$ cat src/rtl/igc_map.svh
// Register offsets, field positions, thresholds and timing counts.
// Assumes a 50 MHz system clock and a 100 ms control tick.
//
// Summary of operation
// - Generator enabled while a mode runs starts combined operation.
// - Generator enabled while the unit is off starts standalone operation.
// - Power stop, a second generator press or the off timer end the generator.
// - Generator pauses while the indoor fan stands and resumes when it runs.
// - Out-of-band intake temperature pauses it until six in-band minutes pass.
// - Combined operation powers the generator only at or above 430 rpm.
// - Standalone: user fan speed, auto means cooling medium, boost and quiet off.
// - Combined operation takes fan speed and airflow from the running mode.
// - Standalone operation drives the vane from the user swing setting.
// - On timer while stopped restores previous operation and generator status.
// - Off timer stops everything and saves the generator on/off status.
// - After power failure the previous standalone or combined operation resumes.
// - Check mode declares the fault code on disconnection and blinks timer LED.
// - Disconnection: abnormal 5.9 s inside the 6 s window from 1 s.
// - Each disconnection counts up and removes generator power for five minutes.
// - Check mode at one disconnection stores the code, blinks, generator LED off.
// - Normal mode at three disconnections stores the code, LED off, no blink.
// - Outside check mode the disconnection counter clears when operation stops.
// - Discharge fault: after thirty powered minutes, abnormal for five seconds.
// - Each discharge fault counts and powers off 30 minutes; twelve logs hidden.
// - Discharge counter clears after fifty normal minutes or on stop.
`ifndef IGC_MAP_SVH
`define IGC_MAP_SVH

`define IGC_CLK_NS        20
`define IGC_TICK_NS       100000000
`define IGC_TICK_CYCLES   (`IGC_TICK_NS / `IGC_CLK_NS)
`define IGC_TICKS_PER_S   10
`define IGC_TICKS_PER_MIN 600

`define IGC_DISC_START  16'd10
`define IGC_DISC_END    16'd70
`define IGC_DISC_ABN    16'd59
`define IGC_DISC_OFF    16'(5 * `IGC_TICKS_PER_MIN)
`define IGC_DSCH_START  16'(30 * `IGC_TICKS_PER_MIN)
`define IGC_DSCH_ABN    16'(5 * `IGC_TICKS_PER_S)
`define IGC_DSCH_OFF    16'(30 * `IGC_TICKS_PER_MIN)
`define IGC_DSCH_CLR    16'(50 * `IGC_TICKS_PER_MIN)
`define IGC_TEMP_OK     16'(6 * `IGC_TICKS_PER_MIN)

`define IGC_TEMP_HI     8'sd35
`define IGC_TEMP_LO     8'sd5
`define IGC_RPM_MIN     12'd430
`define IGC_DISC_CHECK  4'd1
`define IGC_DISC_NORM   4'd3
`define IGC_DSCH_LOG    4'd12
`define IGC_FAULT_CODE  8'h67

`define IGC_REG_CTRL    4'h0
`define IGC_REG_STATUS  4'h4
`define IGC_REG_COUNT   4'h8
`define IGC_REG_SAVED   4'hc
`define IGC_CTRL_CHECK  0
`define IGC_CTRL_CLEAR  1

`endif

$ cat src/rtl/igc_pkg.sv
// Types shared by the generator controller files.
// Assumes nothing of its surroundings.
package igc_pkg;

  typedef enum logic [2:0] {
    IGC_FAN_AUTO,
    IGC_FAN_LO,
    IGC_FAN_LOMED,
    IGC_FAN_MED,
    IGC_FAN_MEDHI,
    IGC_FAN_HI
  } igc_fan_t;

  typedef enum logic [1:0] {
    IGC_STOPPED,
    IGC_MODE_ONLY,
    IGC_COMBINED,
    IGC_SOLO
  } igc_state_t;

endpackage

$ cat src/rtl/igc_tick.sv
// Prescaler giving the shared 100 ms control tick.
// Assumes one free-running system clock.
`timescale 1ns/10ps
module igc_tick #(
  parameter int CYCLES = 5000000
) (
  input  wire logic clock,
  input  wire logic rst_n,
  output logic      tick
);

  logic [31:0] count;

  // -----------------------------------------------------------------
  // Divider
  // -----------------------------------------------------------------
  // shared tick divider
  always_ff @(posedge clock or negedge rst_n)
  begin
    if (!rst_n)
    begin
      count <= 32'h0;
      tick  <= 1'b0;
    end
    else if (count == 32'(CYCLES - 1))
    begin
      count <= 32'h0;
      tick  <= 1'b1;
    end
    else
    begin
      count <= count + 32'h1;
      tick  <= 1'b0;
    end
  end

endmodule // igc_tick

$ cat src/rtl/igc_ctrl.sv
// Ion generator controller of the indoor unit: operation states, fan and
// vane selection, pausing, timers, power resume and fault detection.
// Assumes all strobes except the abnormal pin come from logic on clock.
`timescale 1ns/10ps
`include "igc_map.svh"
module igc_ctrl
  import igc_pkg::*;
#(
  parameter int TICK_CYCLES = `IGC_TICK_CYCLES
) (
  input  wire logic        clock,
  input  wire logic        rst_n,
  input  wire logic [3:0]  reg_addr,
  input  wire logic [31:0] reg_wdata,
  input  wire logic        reg_wr,
  input  wire logic        reg_rd,
  output logic      [31:0] reg_rdata,
  input  wire logic        power_press,
  input  wire logic        ion_press,
  input  wire logic        off_timer_fire,
  input  wire logic        on_timer_fire,
  input  wire logic        power_resume,
  input  wire logic        nv_saved_run,
  input  wire logic        nv_saved_ion,
  input  wire logic        fan_running,
  input  wire logic [11:0] fan_rpm,
  input  wire logic [7:0]  intake_temp,
  input  wire igc_fan_t    user_fan,
  input  wire logic [3:0]  user_swing,
  input  wire igc_fan_t    mode_fan,
  input  wire logic [3:0]  mode_vane,
  input  wire logic        abnormal_in,
  output logic             unit_run,
  output logic             ion_power,
  output logic             ion_led,
  output logic             timer_led_blink,
  output logic             fault_store,
  output logic [7:0]       ion_generator_fault_code,
  output logic             hidden_log,
  output igc_fan_t         fan_cmd,
  output logic [3:0]       vane_cmd,
  output logic             boost_quiet_en
);

  // Saturating four-bit increment for the fault counters.
  function automatic logic [3:0] inc4(input logic [3:0] v);
    inc4 = (v == 4'hf) ? v : v + 4'h1;
  endfunction

  // Saturating sixteen-bit increment for tick counters.
  function automatic logic [15:0] inc16(input logic [15:0] v);
    inc16 = (v == 16'hffff) ? v : v + 16'h1;
  endfunction

  igc_state_t  state;
  igc_state_t  next_state;
  logic        tick;
  logic        abn_s1;
  logic        abn_s2;
  logic        abn_s3;
  logic        abn;
  logic        check_mode;
  logic        last_run;
  logic        last_ion;
  logic        next_last_run;
  logic        next_last_ion;
  logic        temp_hold;
  logic [15:0] temp_ok_cnt;
  logic [15:0] age;
  logic [15:0] abn_run;
  logic [15:0] normal_run;
  logic [15:0] off_left;
  logic [3:0]  disc_cnt;
  logic [3:0]  dsch_cnt;
  logic        disc_fault;
  logic        logged;

  // -----------------------------------------------------------------
  // Tick and pin synchroniser
  // -----------------------------------------------------------------
  igc_tick #(
    .CYCLES (TICK_CYCLES)
  ) u_tick (
    .clock (clock),
    .rst_n (rst_n),
    .tick  (tick)
  );

  // Abnormal pin passes three flops; a change counts when two agree.
  always_ff @(posedge clock or negedge rst_n)
  begin
    if (!rst_n)
    begin
      abn_s1 <= 1'b0;
      abn_s2 <= 1'b0;
      abn_s3 <= 1'b0;
      abn    <= 1'b0;
    end
    else
    begin
      abn_s1 <= abnormal_in;
      abn_s2 <= abn_s1;
      abn_s3 <= abn_s2;
      if (abn_s2 == abn_s3)
        abn <= abn_s3;
    end
  end

  // -----------------------------------------------------------------
  // Register decode
  // -----------------------------------------------------------------
  wire wr_ctrl   = reg_wr && (reg_addr == `IGC_REG_CTRL);
  wire sw_clear  = wr_ctrl && reg_wdata[`IGC_CTRL_CLEAR];
  wire run_ion   = (state == IGC_COMBINED) || (state == IGC_SOLO);
  wire going_off = (state != IGC_STOPPED) && (next_state == IGC_STOPPED);
  wire temp_out  = ($signed(intake_temp) >= `IGC_TEMP_HI) ||
                   ($signed(intake_temp) <= `IGC_TEMP_LO);

  logic [31:0] rd_value;
  always_comb
  begin
    if (reg_addr == `IGC_REG_CTRL)
      rd_value = {31'h0, check_mode};
    else if (reg_addr == `IGC_REG_STATUS)
      rd_value = {24'h0, logged, disc_fault, temp_hold, ion_power, 2'b00, state};
    else if (reg_addr == `IGC_REG_COUNT)
      rd_value = {20'h0, dsch_cnt, 4'h0, disc_cnt};
    else if (reg_addr == `IGC_REG_SAVED)
      rd_value = {30'h0, last_ion, last_run};
    else
      rd_value = 32'h0;
  end

  // Read data stand only in the cycle after the read strobe.
  always_ff @(posedge clock or negedge rst_n)
  begin
    if (!rst_n)
      reg_rdata <= 32'h0;
    else
      reg_rdata <= reg_rd ? rd_value : 32'h0;
  end

  // Check mode bit written by software.
  always_ff @(posedge clock or negedge rst_n)
  begin
    if (!rst_n)
      check_mode <= 1'b0;
    else if (wr_ctrl)
      check_mode <= reg_wdata[`IGC_CTRL_CHECK];
  end

  // -----------------------------------------------------------------
  // Operation state
  // -----------------------------------------------------------------
  // Power stop beats the off timer, which beats the generator button except in standalone, where the button wins.
  always_comb
  begin
    next_state    = state;
    next_last_run = last_run;
    next_last_ion = last_ion;
    case (state)
      IGC_STOPPED:
      begin
        if (power_resume)
        begin
          if (nv_saved_run)
            next_state = nv_saved_ion ? IGC_COMBINED : IGC_MODE_ONLY;
          else if (nv_saved_ion)
            next_state = IGC_SOLO;
        end
        else if (power_press)
          next_state = IGC_MODE_ONLY;
        else if (on_timer_fire)
        begin
          if (last_run)
            next_state = last_ion ? IGC_COMBINED : IGC_MODE_ONLY;
          else if (last_ion)
            next_state = IGC_SOLO;
          else
            next_state = IGC_MODE_ONLY;
        end
        else if (ion_press)
          next_state = IGC_SOLO;
      end
      IGC_MODE_ONLY:
      begin
        if (power_press)
          next_state = IGC_STOPPED;
        else if (off_timer_fire)
        begin
          next_state    = IGC_STOPPED;
          next_last_run = 1'b1;
          next_last_ion = 1'b0;
        end
        else if (ion_press)
          next_state = IGC_COMBINED;
      end
      IGC_COMBINED:
      begin
        if (power_press)
          next_state = IGC_STOPPED;
        else if (off_timer_fire)
        begin
          next_state    = IGC_STOPPED;
          next_last_run = 1'b1;
          next_last_ion = 1'b1;
        end
        else if (ion_press)
          next_state = IGC_MODE_ONLY;
      end
      default:
      begin
        if (power_press || ion_press)
          next_state = IGC_STOPPED;
        else if (off_timer_fire)
        begin
          next_state    = IGC_STOPPED;
          next_last_run = 1'b0;
          next_last_ion = 1'b1;
        end
      end
    endcase
  end

  // State and saved status registers.
  always_ff @(posedge clock or negedge rst_n)
  begin
    if (!rst_n)
    begin
      state    <= IGC_STOPPED;
      last_run <= 1'b0;
      last_ion <= 1'b0;
    end
    else
    begin
      state    <= next_state;
      last_run <= next_last_run;
      last_ion <= next_last_ion;
    end
  end

  // -----------------------------------------------------------------
  // Pause conditions and generator supply
  // -----------------------------------------------------------------
  // six in-band minutes before the hold lifts
  always_ff @(posedge clock or negedge rst_n)
  begin
    if (!rst_n)
    begin
      temp_hold   <= 1'b0;
      temp_ok_cnt <= 16'h0;
    end
    else if (temp_out)
    begin
      temp_hold   <= 1'b1;
      temp_ok_cnt <= 16'h0;
    end
    else if (tick && temp_hold)
    begin
      temp_ok_cnt <= inc16(temp_ok_cnt);
      if (inc16(temp_ok_cnt) >= `IGC_TEMP_OK)
        temp_hold <= 1'b0;
    end
  end

  // fan stop pause, fan speed gate
  wire paused = !fan_running || temp_hold ||
                ((state == IGC_COMBINED) && (fan_rpm < `IGC_RPM_MIN));
  wire next_ion_power = run_ion && !paused && (off_left == 16'h0) && !disc_fault;

  // -----------------------------------------------------------------
  // Fault detection
  // -----------------------------------------------------------------
  // disconnection inside the early window
  wire disc_evt = tick && abn && ion_power &&
                  (age >= `IGC_DISC_START) && (age < `IGC_DISC_END) &&
                  (inc16(abn_run) >= `IGC_DISC_ABN);
  // discharge fault after thirty powered minutes
  wire dsch_evt = tick && abn && ion_power && (age >= `IGC_DSCH_START) &&
                  (inc16(abn_run) >= `IGC_DSCH_ABN);
  wire disc_judge = check_mode ? (disc_cnt >= `IGC_DISC_CHECK)
                               : (disc_cnt >= `IGC_DISC_NORM);

  // Powered age and continuous abnormal time, both in ticks.
  always_ff @(posedge clock or negedge rst_n)
  begin
    if (!rst_n)
    begin
      age     <= 16'h0;
      abn_run <= 16'h0;
    end
    else if (!ion_power || !abn || disc_evt || dsch_evt)
    begin
      age     <= ion_power ? (tick ? inc16(age) : age) : 16'h0;
      abn_run <= 16'h0;
    end
    else if (tick)
    begin
      age <= inc16(age);
      // Each window starts its own continuous run.
      if ((age == `IGC_DISC_START - 16'h1) || (age == `IGC_DSCH_START - 16'h1))
        abn_run <= 16'h0;
      else if (age >= `IGC_DISC_START)
        abn_run <= inc16(abn_run);
    end
  end

  // five minutes off, thirty minutes off
  always_ff @(posedge clock or negedge rst_n)
  begin
    if (!rst_n)
      off_left <= 16'h0;
    else if (disc_evt)
      off_left <= `IGC_DISC_OFF;
    else if (dsch_evt)
      off_left <= `IGC_DSCH_OFF;
    else if (tick && (off_left != 16'h0))
      off_left <= off_left - 16'h1;
  end

  always_ff @(posedge clock or negedge rst_n)
  begin
    if (!rst_n)
      normal_run <= 16'h0;
    else if (!ion_power || abn)
      normal_run <= 16'h0;
    else if (tick)
      normal_run <= inc16(normal_run);
  end

  // Fault counters; a new event wins over any clear in the same cycle.
  always_ff @(posedge clock or negedge rst_n)
  begin
    if (!rst_n)
    begin
      disc_cnt <= 4'h0;
      dsch_cnt <= 4'h0;
    end
    else
    begin
      if (disc_evt)
        disc_cnt <= inc4(disc_cnt);
      else if (sw_clear || (going_off && !check_mode))
        disc_cnt <= 4'h0;
      // count up, clear on stop or long normal run
      if (dsch_evt)
        dsch_cnt <= inc4(dsch_cnt);
      else if (sw_clear || going_off || (normal_run >= `IGC_DSCH_CLR))
        dsch_cnt <= 4'h0;
    end
  end

  // Fault latches and one-cycle store strobes.
  always_ff @(posedge clock or negedge rst_n)
  begin
    if (!rst_n)
    begin
      disc_fault  <= 1'b0;
      logged      <= 1'b0;
      fault_store <= 1'b0;
      hidden_log  <= 1'b0;
    end
    else
    begin
      // declare fault, store once
      // A clear wins here: the judgement still reads the count that it clears.
      disc_fault  <= (disc_judge || disc_fault) && !sw_clear;
      fault_store <= disc_judge && !disc_fault;
      logged      <= ((dsch_cnt >= `IGC_DSCH_LOG) || logged) && !sw_clear;
      hidden_log  <= (dsch_cnt >= `IGC_DSCH_LOG) && !logged;
    end
  end

  // -----------------------------------------------------------------
  // Outputs
  // -----------------------------------------------------------------
  // standalone fan, mode fan
  wire igc_fan_t solo_fan = (user_fan == IGC_FAN_AUTO) ? IGC_FAN_MED : user_fan;
  wire igc_fan_t next_fan = (state == IGC_SOLO) ? solo_fan : mode_fan;
  wire [3:0] next_vane = (state == IGC_SOLO) ? user_swing : mode_vane;

  // Registered drive to the unit and the generator.
  always_ff @(posedge clock or negedge rst_n)
  begin
    if (!rst_n)
    begin
      unit_run        <= 1'b0;
      ion_power       <= 1'b0;
      ion_led         <= 1'b0;
      timer_led_blink <= 1'b0;
      fan_cmd         <= IGC_FAN_AUTO;
      vane_cmd        <= 4'h0;
      boost_quiet_en  <= 1'b1;
      ion_generator_fault_code <= 8'h00;
    end
    else
    begin
      unit_run        <= (state == IGC_MODE_ONLY) || (state == IGC_COMBINED);
      ion_power       <= next_ion_power;
      ion_led         <= run_ion && !disc_fault;
      // blink in check mode, no blink outside
      timer_led_blink <= disc_fault && check_mode;
      fan_cmd         <= next_fan;
      vane_cmd        <= next_vane;
      boost_quiet_en  <= (state != IGC_SOLO);
      ion_generator_fault_code <= disc_fault ? `IGC_FAULT_CODE : 8'h00;
    end
  end

endmodule // igc_ctrl

$ cat config.mk
export PLATFORM = sky130hd
export DESIGN_NAME = igc_ctrl
export DESIGN_NICKNAME = d
export VERILOG_FILES = /design/src/rtl/igc_pkg.sv /design/src/rtl/igc_tick.sv /design/src/rtl/igc_ctrl.sv
export VERILOG_INCLUDE_DIRS = /design/src /design/src/rtl
export SDC_FILE = /design/constraint.sdc
export NUM_CORES = 1
export LEC_CHECK = 0
export BUFFER_PORTS_ARGS = -buffer_cell sky130_fd_sc_hd__clkbuf_2
export CAP_MARGIN = 0
export CELL_PAD_IN_SITES_DETAIL_PLACEMENT = 1
export CELL_PAD_IN_SITES_GLOBAL_PLACEMENT = 1
export CORE_AREA = 4 4 155 157
export CTS_CLUSTER_SIZE = 24
export DETAILED_ROUTE_END_ITERATION = 8
export DIE_AREA = 0 0 159 161
export PLACE_DENSITY_LB_ADDON = 0.1
export SLEW_MARGIN = 40
export SYNTH_ARGS = -nofsm -noshare
export SYNTH_HDL_FRONTEND = slang
export SYNTH_SLANG_ARGS = --single-unit
$ cat constraint.sdc
create_clock -name clock -period 6.2 [get_ports clock]
set_input_delay 0 -clock clock [delete_from_list [all_inputs] [get_ports clock]]
set_output_delay 0 -clock clock [all_outputs]
set_load 0.01 [all_outputs]
# == Yosys cells after proc, flatten, opt, wreduce, memory -nomap -nowiden ==
# Cells that the tools add are included.
# word_totals
register_bits,186
inputBits,83
output_inout_bits,54
elab_cells,217
# classes
add_sub_neg,8
n_lt_le_gt_ge,13
eq_ne,26
n_mux,68
bitwise,1
reduce_logical,70
# ops
cell,count
two-way mux 16 bit,18
two-way mux 32 bit,5
"adder 16 x 1 -> 16 bit, second input constant",4
"== test 16 bit, second input constant",4
two-way mux 2 bit,19
"adder 32 x 1 -> 32 bit, second input constant",1
"== test 32 x 23 -> 1 bit, second input constant",1
">= comparator 16 x 15 -> 1 bit, second input constant",2
">= comparator 16 x 6 -> 1 bit, second input constant",2
two-way mux 4 bit,7
logical AND 1 bit,23
"inequality test 2 bit, second input constant",9
"== test 16 x 15 -> 1 bit, second input constant",1
"== test 16 x 4 -> 1 bit, second input constant",1
"== test 4 bit, second input constant",4
">= comparator 16 x 12 -> 1 bit, second input constant",1
">= comparator 16 x 4 -> 1 bit, second input constant",1
zero test 16 bit,1
logical OR 1 bit,16
"< comparator 16 x 7 -> 1 bit, second input constant",1
nonzero test 16 bit,1
"subtractor 16 x 1 -> 16 bit, second input constant",1
nonzero test 2 bit,7
two-way mux 1 bit,13
other kinds (27),43

# == Longest topological paths before layout ==
# depth
ltp_word,12
depth_mapped,11
mapped_depth_nobuf,9

# == Modules after synthesis ==
# From an unflattened synthesis, not the netlist that was laid out.
# hier_totals
hier_cells,950
area_unflattened_um2,8866.0
# by_module_without_submodules
mod,n_inst,cells_each,area_per_inst_um2,seq_area_each_um2
igc_ctrl,1,789,7205.7,3179.3
igc_tick,1,161,1660.3,825.8

# == Worst setup path after synthesis ==
# OpenSTA, ideal clock, no wires.
# synth_timing
path_type,register to register
from,register abn_run[0]
to,register disc_cnt[0]
arrival_ns,2.615
required_ns,6.075
setup_slack_ns,3.460
stages_incl_launch_ff,9
path_buffers,1
cell_sequence,dfrtp_1 > clkbuf_1 > nand4_1 > nor4_1 > xor2_1 > a211o_1 > o31ai_2 > o22ai_1 > mux2_2
# synth_between
elab_chain_cells,6
# synth_lines
item,line_no,rtl
start: declaration,igc_ctrl.sv:70,logic [15:0] abn_run;
start signal: assignment,igc_ctrl.sv:304,abn_run <= inc16(abn_run);
adder 16 x 1 -> 16 bit / == test 16 bit (equally long branches),igc_ctrl.sv:52,inc16 = (v == 16'hffff) ? v : v + 16'h1;
two-way mux 16 bit (*),-,
>= comparator 16 x 6 -> 1 bit (no source line) (*),-,
logical AND 1 bit (*),igc_ctrl.sv:275,wire disc_evt = tick && abn && ion_power &&
inequality test 2 bit (no source line) / nonzero test 2 bit (equally long branches),-,
AND reduction 2 bit (no source line),-,
end signal: assignment,igc_ctrl.sv:342,disc_cnt <= inc4(disc_cnt);
end: declaration,igc_ctrl.sv:73,logic [3:0] disc_cnt;
# Mark *: on every way between the ends. The rest lies on a longest branch, timed or not.
# A chain may end at the register's enable or synchronous reset.

# == Final worst setup path ==
# layout_timing
from,register abn_run[4]
to,register abn_run[5]
# layout_between
elab_chain_cells,8
# layout_lines
item,line_no,rtl
adder 16 x 1 -> 16 bit / == test 16 bit (equally long branches),igc_ctrl.sv:52,
two-way mux 16 bit (*),igc_ctrl.sv:52,
>= comparator 16 x 6 -> 1 bit (no source line),-,
logical AND 1 bit,igc_ctrl.sv:275,
logical OR 1 bit (2 in series),igc_ctrl.sv:292,else if (!ion_power || !abn || disc_evt || dsch_evt)
nonzero test 3 bit (no source line) / nonzero test 2 bit (equally long branches),-,
AND reduction 2 bit (no source line),-,
# Mark *: on every way between the ends. The rest lies on a longest branch, timed or not. The select of a mux whose other input is x is not followed.

==> out/qor.yml <==
clock_network:
  cts_tree: "yes"
  post_cts_buffers: 0
  ctsRootBufferMaster: "clkbuf_16"
  clock_sinks: 160
  cts_made_buffers: 17
  clk_path_buf_depth: 2
  path_clk_slew_ps: 70
  clk_latency_ps: 440
  h-tree-depth: 4
yosys:
  synth_seq_area_share_pct: 45.9
  synth.distinct_cells: 74
  post-synth-top-area-cell: "dfrtp_1"
  yosysWarnings: 0
  ys_seq_elements: 160
  yosys.area.top_type_share_pct: 45.6
  synth_edf_count: 0
  synth.area.top_cells: "dfrtp_1 (46%), nor2_1 (5.2%), xnor2_1 (4.9%)"
  syn_area_per_cell_um2: 9.30
  postSynthCellCount: 938
  synthesis.area_mm2: 0.00872
  postSynth.asyncResetShare_pct: 100
  synth_top_flop_cell: "dfrtp_1"
sta:
  setup_ws_ps: 2700
  max_slew_margin_pct: 41.9
  finalSetupViolCount: 0
  maxSlewViolCount: 0
  setup-tns-final_ps: 0
  tightest_slew_ps: 864
  hold_slack_ps: 19.2
  fin_skew_ps: 13.7
  rsz0062_at_grt: "no"
  fmax_mhz: 286
  finalCriticalPeriod_ps: 3500
  hold_violations: 0
  fin_crit_sh_pct: 56.4
power_and_ir_drop:
  net-switching-power_w: 0.000663
  switching_share_pct: 27.2
  p_clk_share_pct: 43.6
  p_seq_share_pct: 45.6
  power_leakage_nw: 4.45
  power.density_mw_per_mm2: 238
  combPwrFrac_pct: 10.8
  power_w: 0.00243
  intPower_w: 0.00177
  vdd_drop_max_mv: 0.144
place:
  gp_congestion: 0.771
  place_hpwl_um: 14900
  pre_cts_slack_ps: 2620
  io_buffers: 82
  dp_cells: 1270
drt:
  avgViaCountPerCell: 5.35
  vias: 7168
  drtAntennaViolNets: 0
  drt_iter0_markers: 283
  routed_wirelength_um: 21900
  routedWlPerCell_um: 16.4
  route.detailed.drc: 0
  firstDrtPassIters: 4
die:
  chipWidth_um: 159
  pin_count: 137
  initial_core_util_pct: 38.8
  die_area_mm2: 0.0256
  core_region_area_mm2: 0.0225
  rows: 55
  chipHeight_um: 161
final_layout:
  final_common_cell: "dfrtp_1"
  final_layout_size_suffix_gt1_share_pct: 13.9
  n_antenna_cell: 0
  layout_common_cells: "dfrtp_1 (159), nor2_1 (121), clkbuf_2 (81)"
  fin_nets: 1141
  finalNonFillerCells: 1340
  syn_to_final_growth_pct: 17.4
setup_path:
  arrival_ps: 3830
  startpoint: "abn_run[4]"
  endpoint_kind: "flop"
  worstPathRequired_ps: 6540
  r2r_start: "abn_run[4]"
  cp_max_fo: 19
  cp-start-kind: "flop"
  path_class: "flop to flop"
global_routing:
  grt_max_degree: 91
  overflow: 0
  antenna_found_initial: 0
  grt_pass1_wl_um: 37500
  grt_usage_pct: 17.5
  grt_pass1_vias: 7437
job:
  drv_cap: 0
min_path:
  min_path_type: "primary input to flop"
  worstHoldStart: "power_resume"
status:
  status: "complete, no violations"
[cell usage after synthesis (all sizes together) (3+ instances only)]
library cell  number
dfrtp            159
nor2             122
nand2             55
nand3             53
a21oi             52
xnor2             49
nor3              37
xor2              36
buf               35
nand4             33
o21ai             30
inv               28
clkbuf            26
and3              22
and2              17
ha                16
nor4              14
nor2b             12
a31oi             10
or3               10
and4               9
mux2               9
a211oi             8
nor3b              8
or2                8
or4                8
nand2b             6
o22ai              6
o31a               5
a2111oi            4
a22o               4
a31o               3
mux2i              3
nor4b              3
o2111ai            3
o211ai             3
[flip-flops by register name, indices dropped and copies added, names as in the netlist, 2 cells and up]
| signal | count |
|---|---|
| u_tick.count | 32 |
| abn_run | 16 |
| disc_cnt | 4 |
| age | 16 |
| vane_cmd | 4 |
| off_left | 16 |
| state | 2 |
| temp_ok_cnt | 16 |
| normal_run | 16 |
| reg_rdata | 12 |
| fan_cmd | 3 |
| dsch_cnt | 4 |
[kinds of logic after synthesis]
kind of cell | share of synthesized area (%)
XOR/XNOR | 8.53
flip-flops | 45.9
AND/OR/NAND/NOR | 25.4
buffers and inverters | 5.16
AO/OA/AOI/OAI | 11.1
other | 0.0430
adder cells (fa/ha/maj) | 2.41
multiplexers | 1.51
[power groups by stage]
stage / sequential (W) / combinational, W / clock (W)
2_1_floorplan: 0.00113 / 0.000135 / 0
3_3_place_gp: 0.00113 / 0.000225 / 0
3_5_place_dp: 0.00113 / 0.000228 / 0
4_1_cts: 0.00111 / 0.000265 / 0.00109
5_1_grt: 0.00111 / 0.000294 / 0.00114
6_report: 0.00111 / 0.000264 / 0.00106
[metrics by stage]
stage	util (%)	area (um2)
after floorplan	-	8810
after global placement	41.2	9270
after detailed placement	41.2	9280
after CTS	45.5	10200
after global routing	45.5	10200
final	45.5	10200
[path summary, 6_finish.rpt]
kind	slack, ps	depth (start not counted)	end
max	2700	7	abn_run[5]
min	20	4	state[1]
max reg2reg	2700	7	abn_run[5]
min reg2reg	370	0	abn_s2
max in group asynchronous	4920	3	off_left[5]
min in group asynchronous	180	2	age[11]
[critical path, cell delays in order (launching register included)]
cell and delay (ps):
dfrtp_1 530, nand4_2 240, nor4_1 800, xor2_1 130, a211o_1 380, o31a_1 560, nand4b_4 470, nor3_1 290
[layer usage]
layer | global-route usage, % | vias up | wire length (um)
li1 | - | 3483 | -
met1 | 22.5 | 3590 | 10200
met2 | 30.7 | 73 | 11000
met3 | 2.78 | 22 | 473
met4 | 4.58 | 0 | 274
met5 | 0 | - | 0
[final cells by class]
class                           count  area (um2)
Sequential cell                   160        4010
Fill cell                        2589       12300
Clock inverter                     13         144
Clock buffer                       19         433
Inverter                           28         105
Tap cell                          285         357
Timing Repair Buffer              124         835
Multi-Input combinational cell    711        4360
[timing repair]
item                                   in CTS  in global routing
gates resized for setup                     0                  0
hold buffers                               38                  0
endpoints found under the hold margin     109                  0
Power figures use the tool's default switching activity.
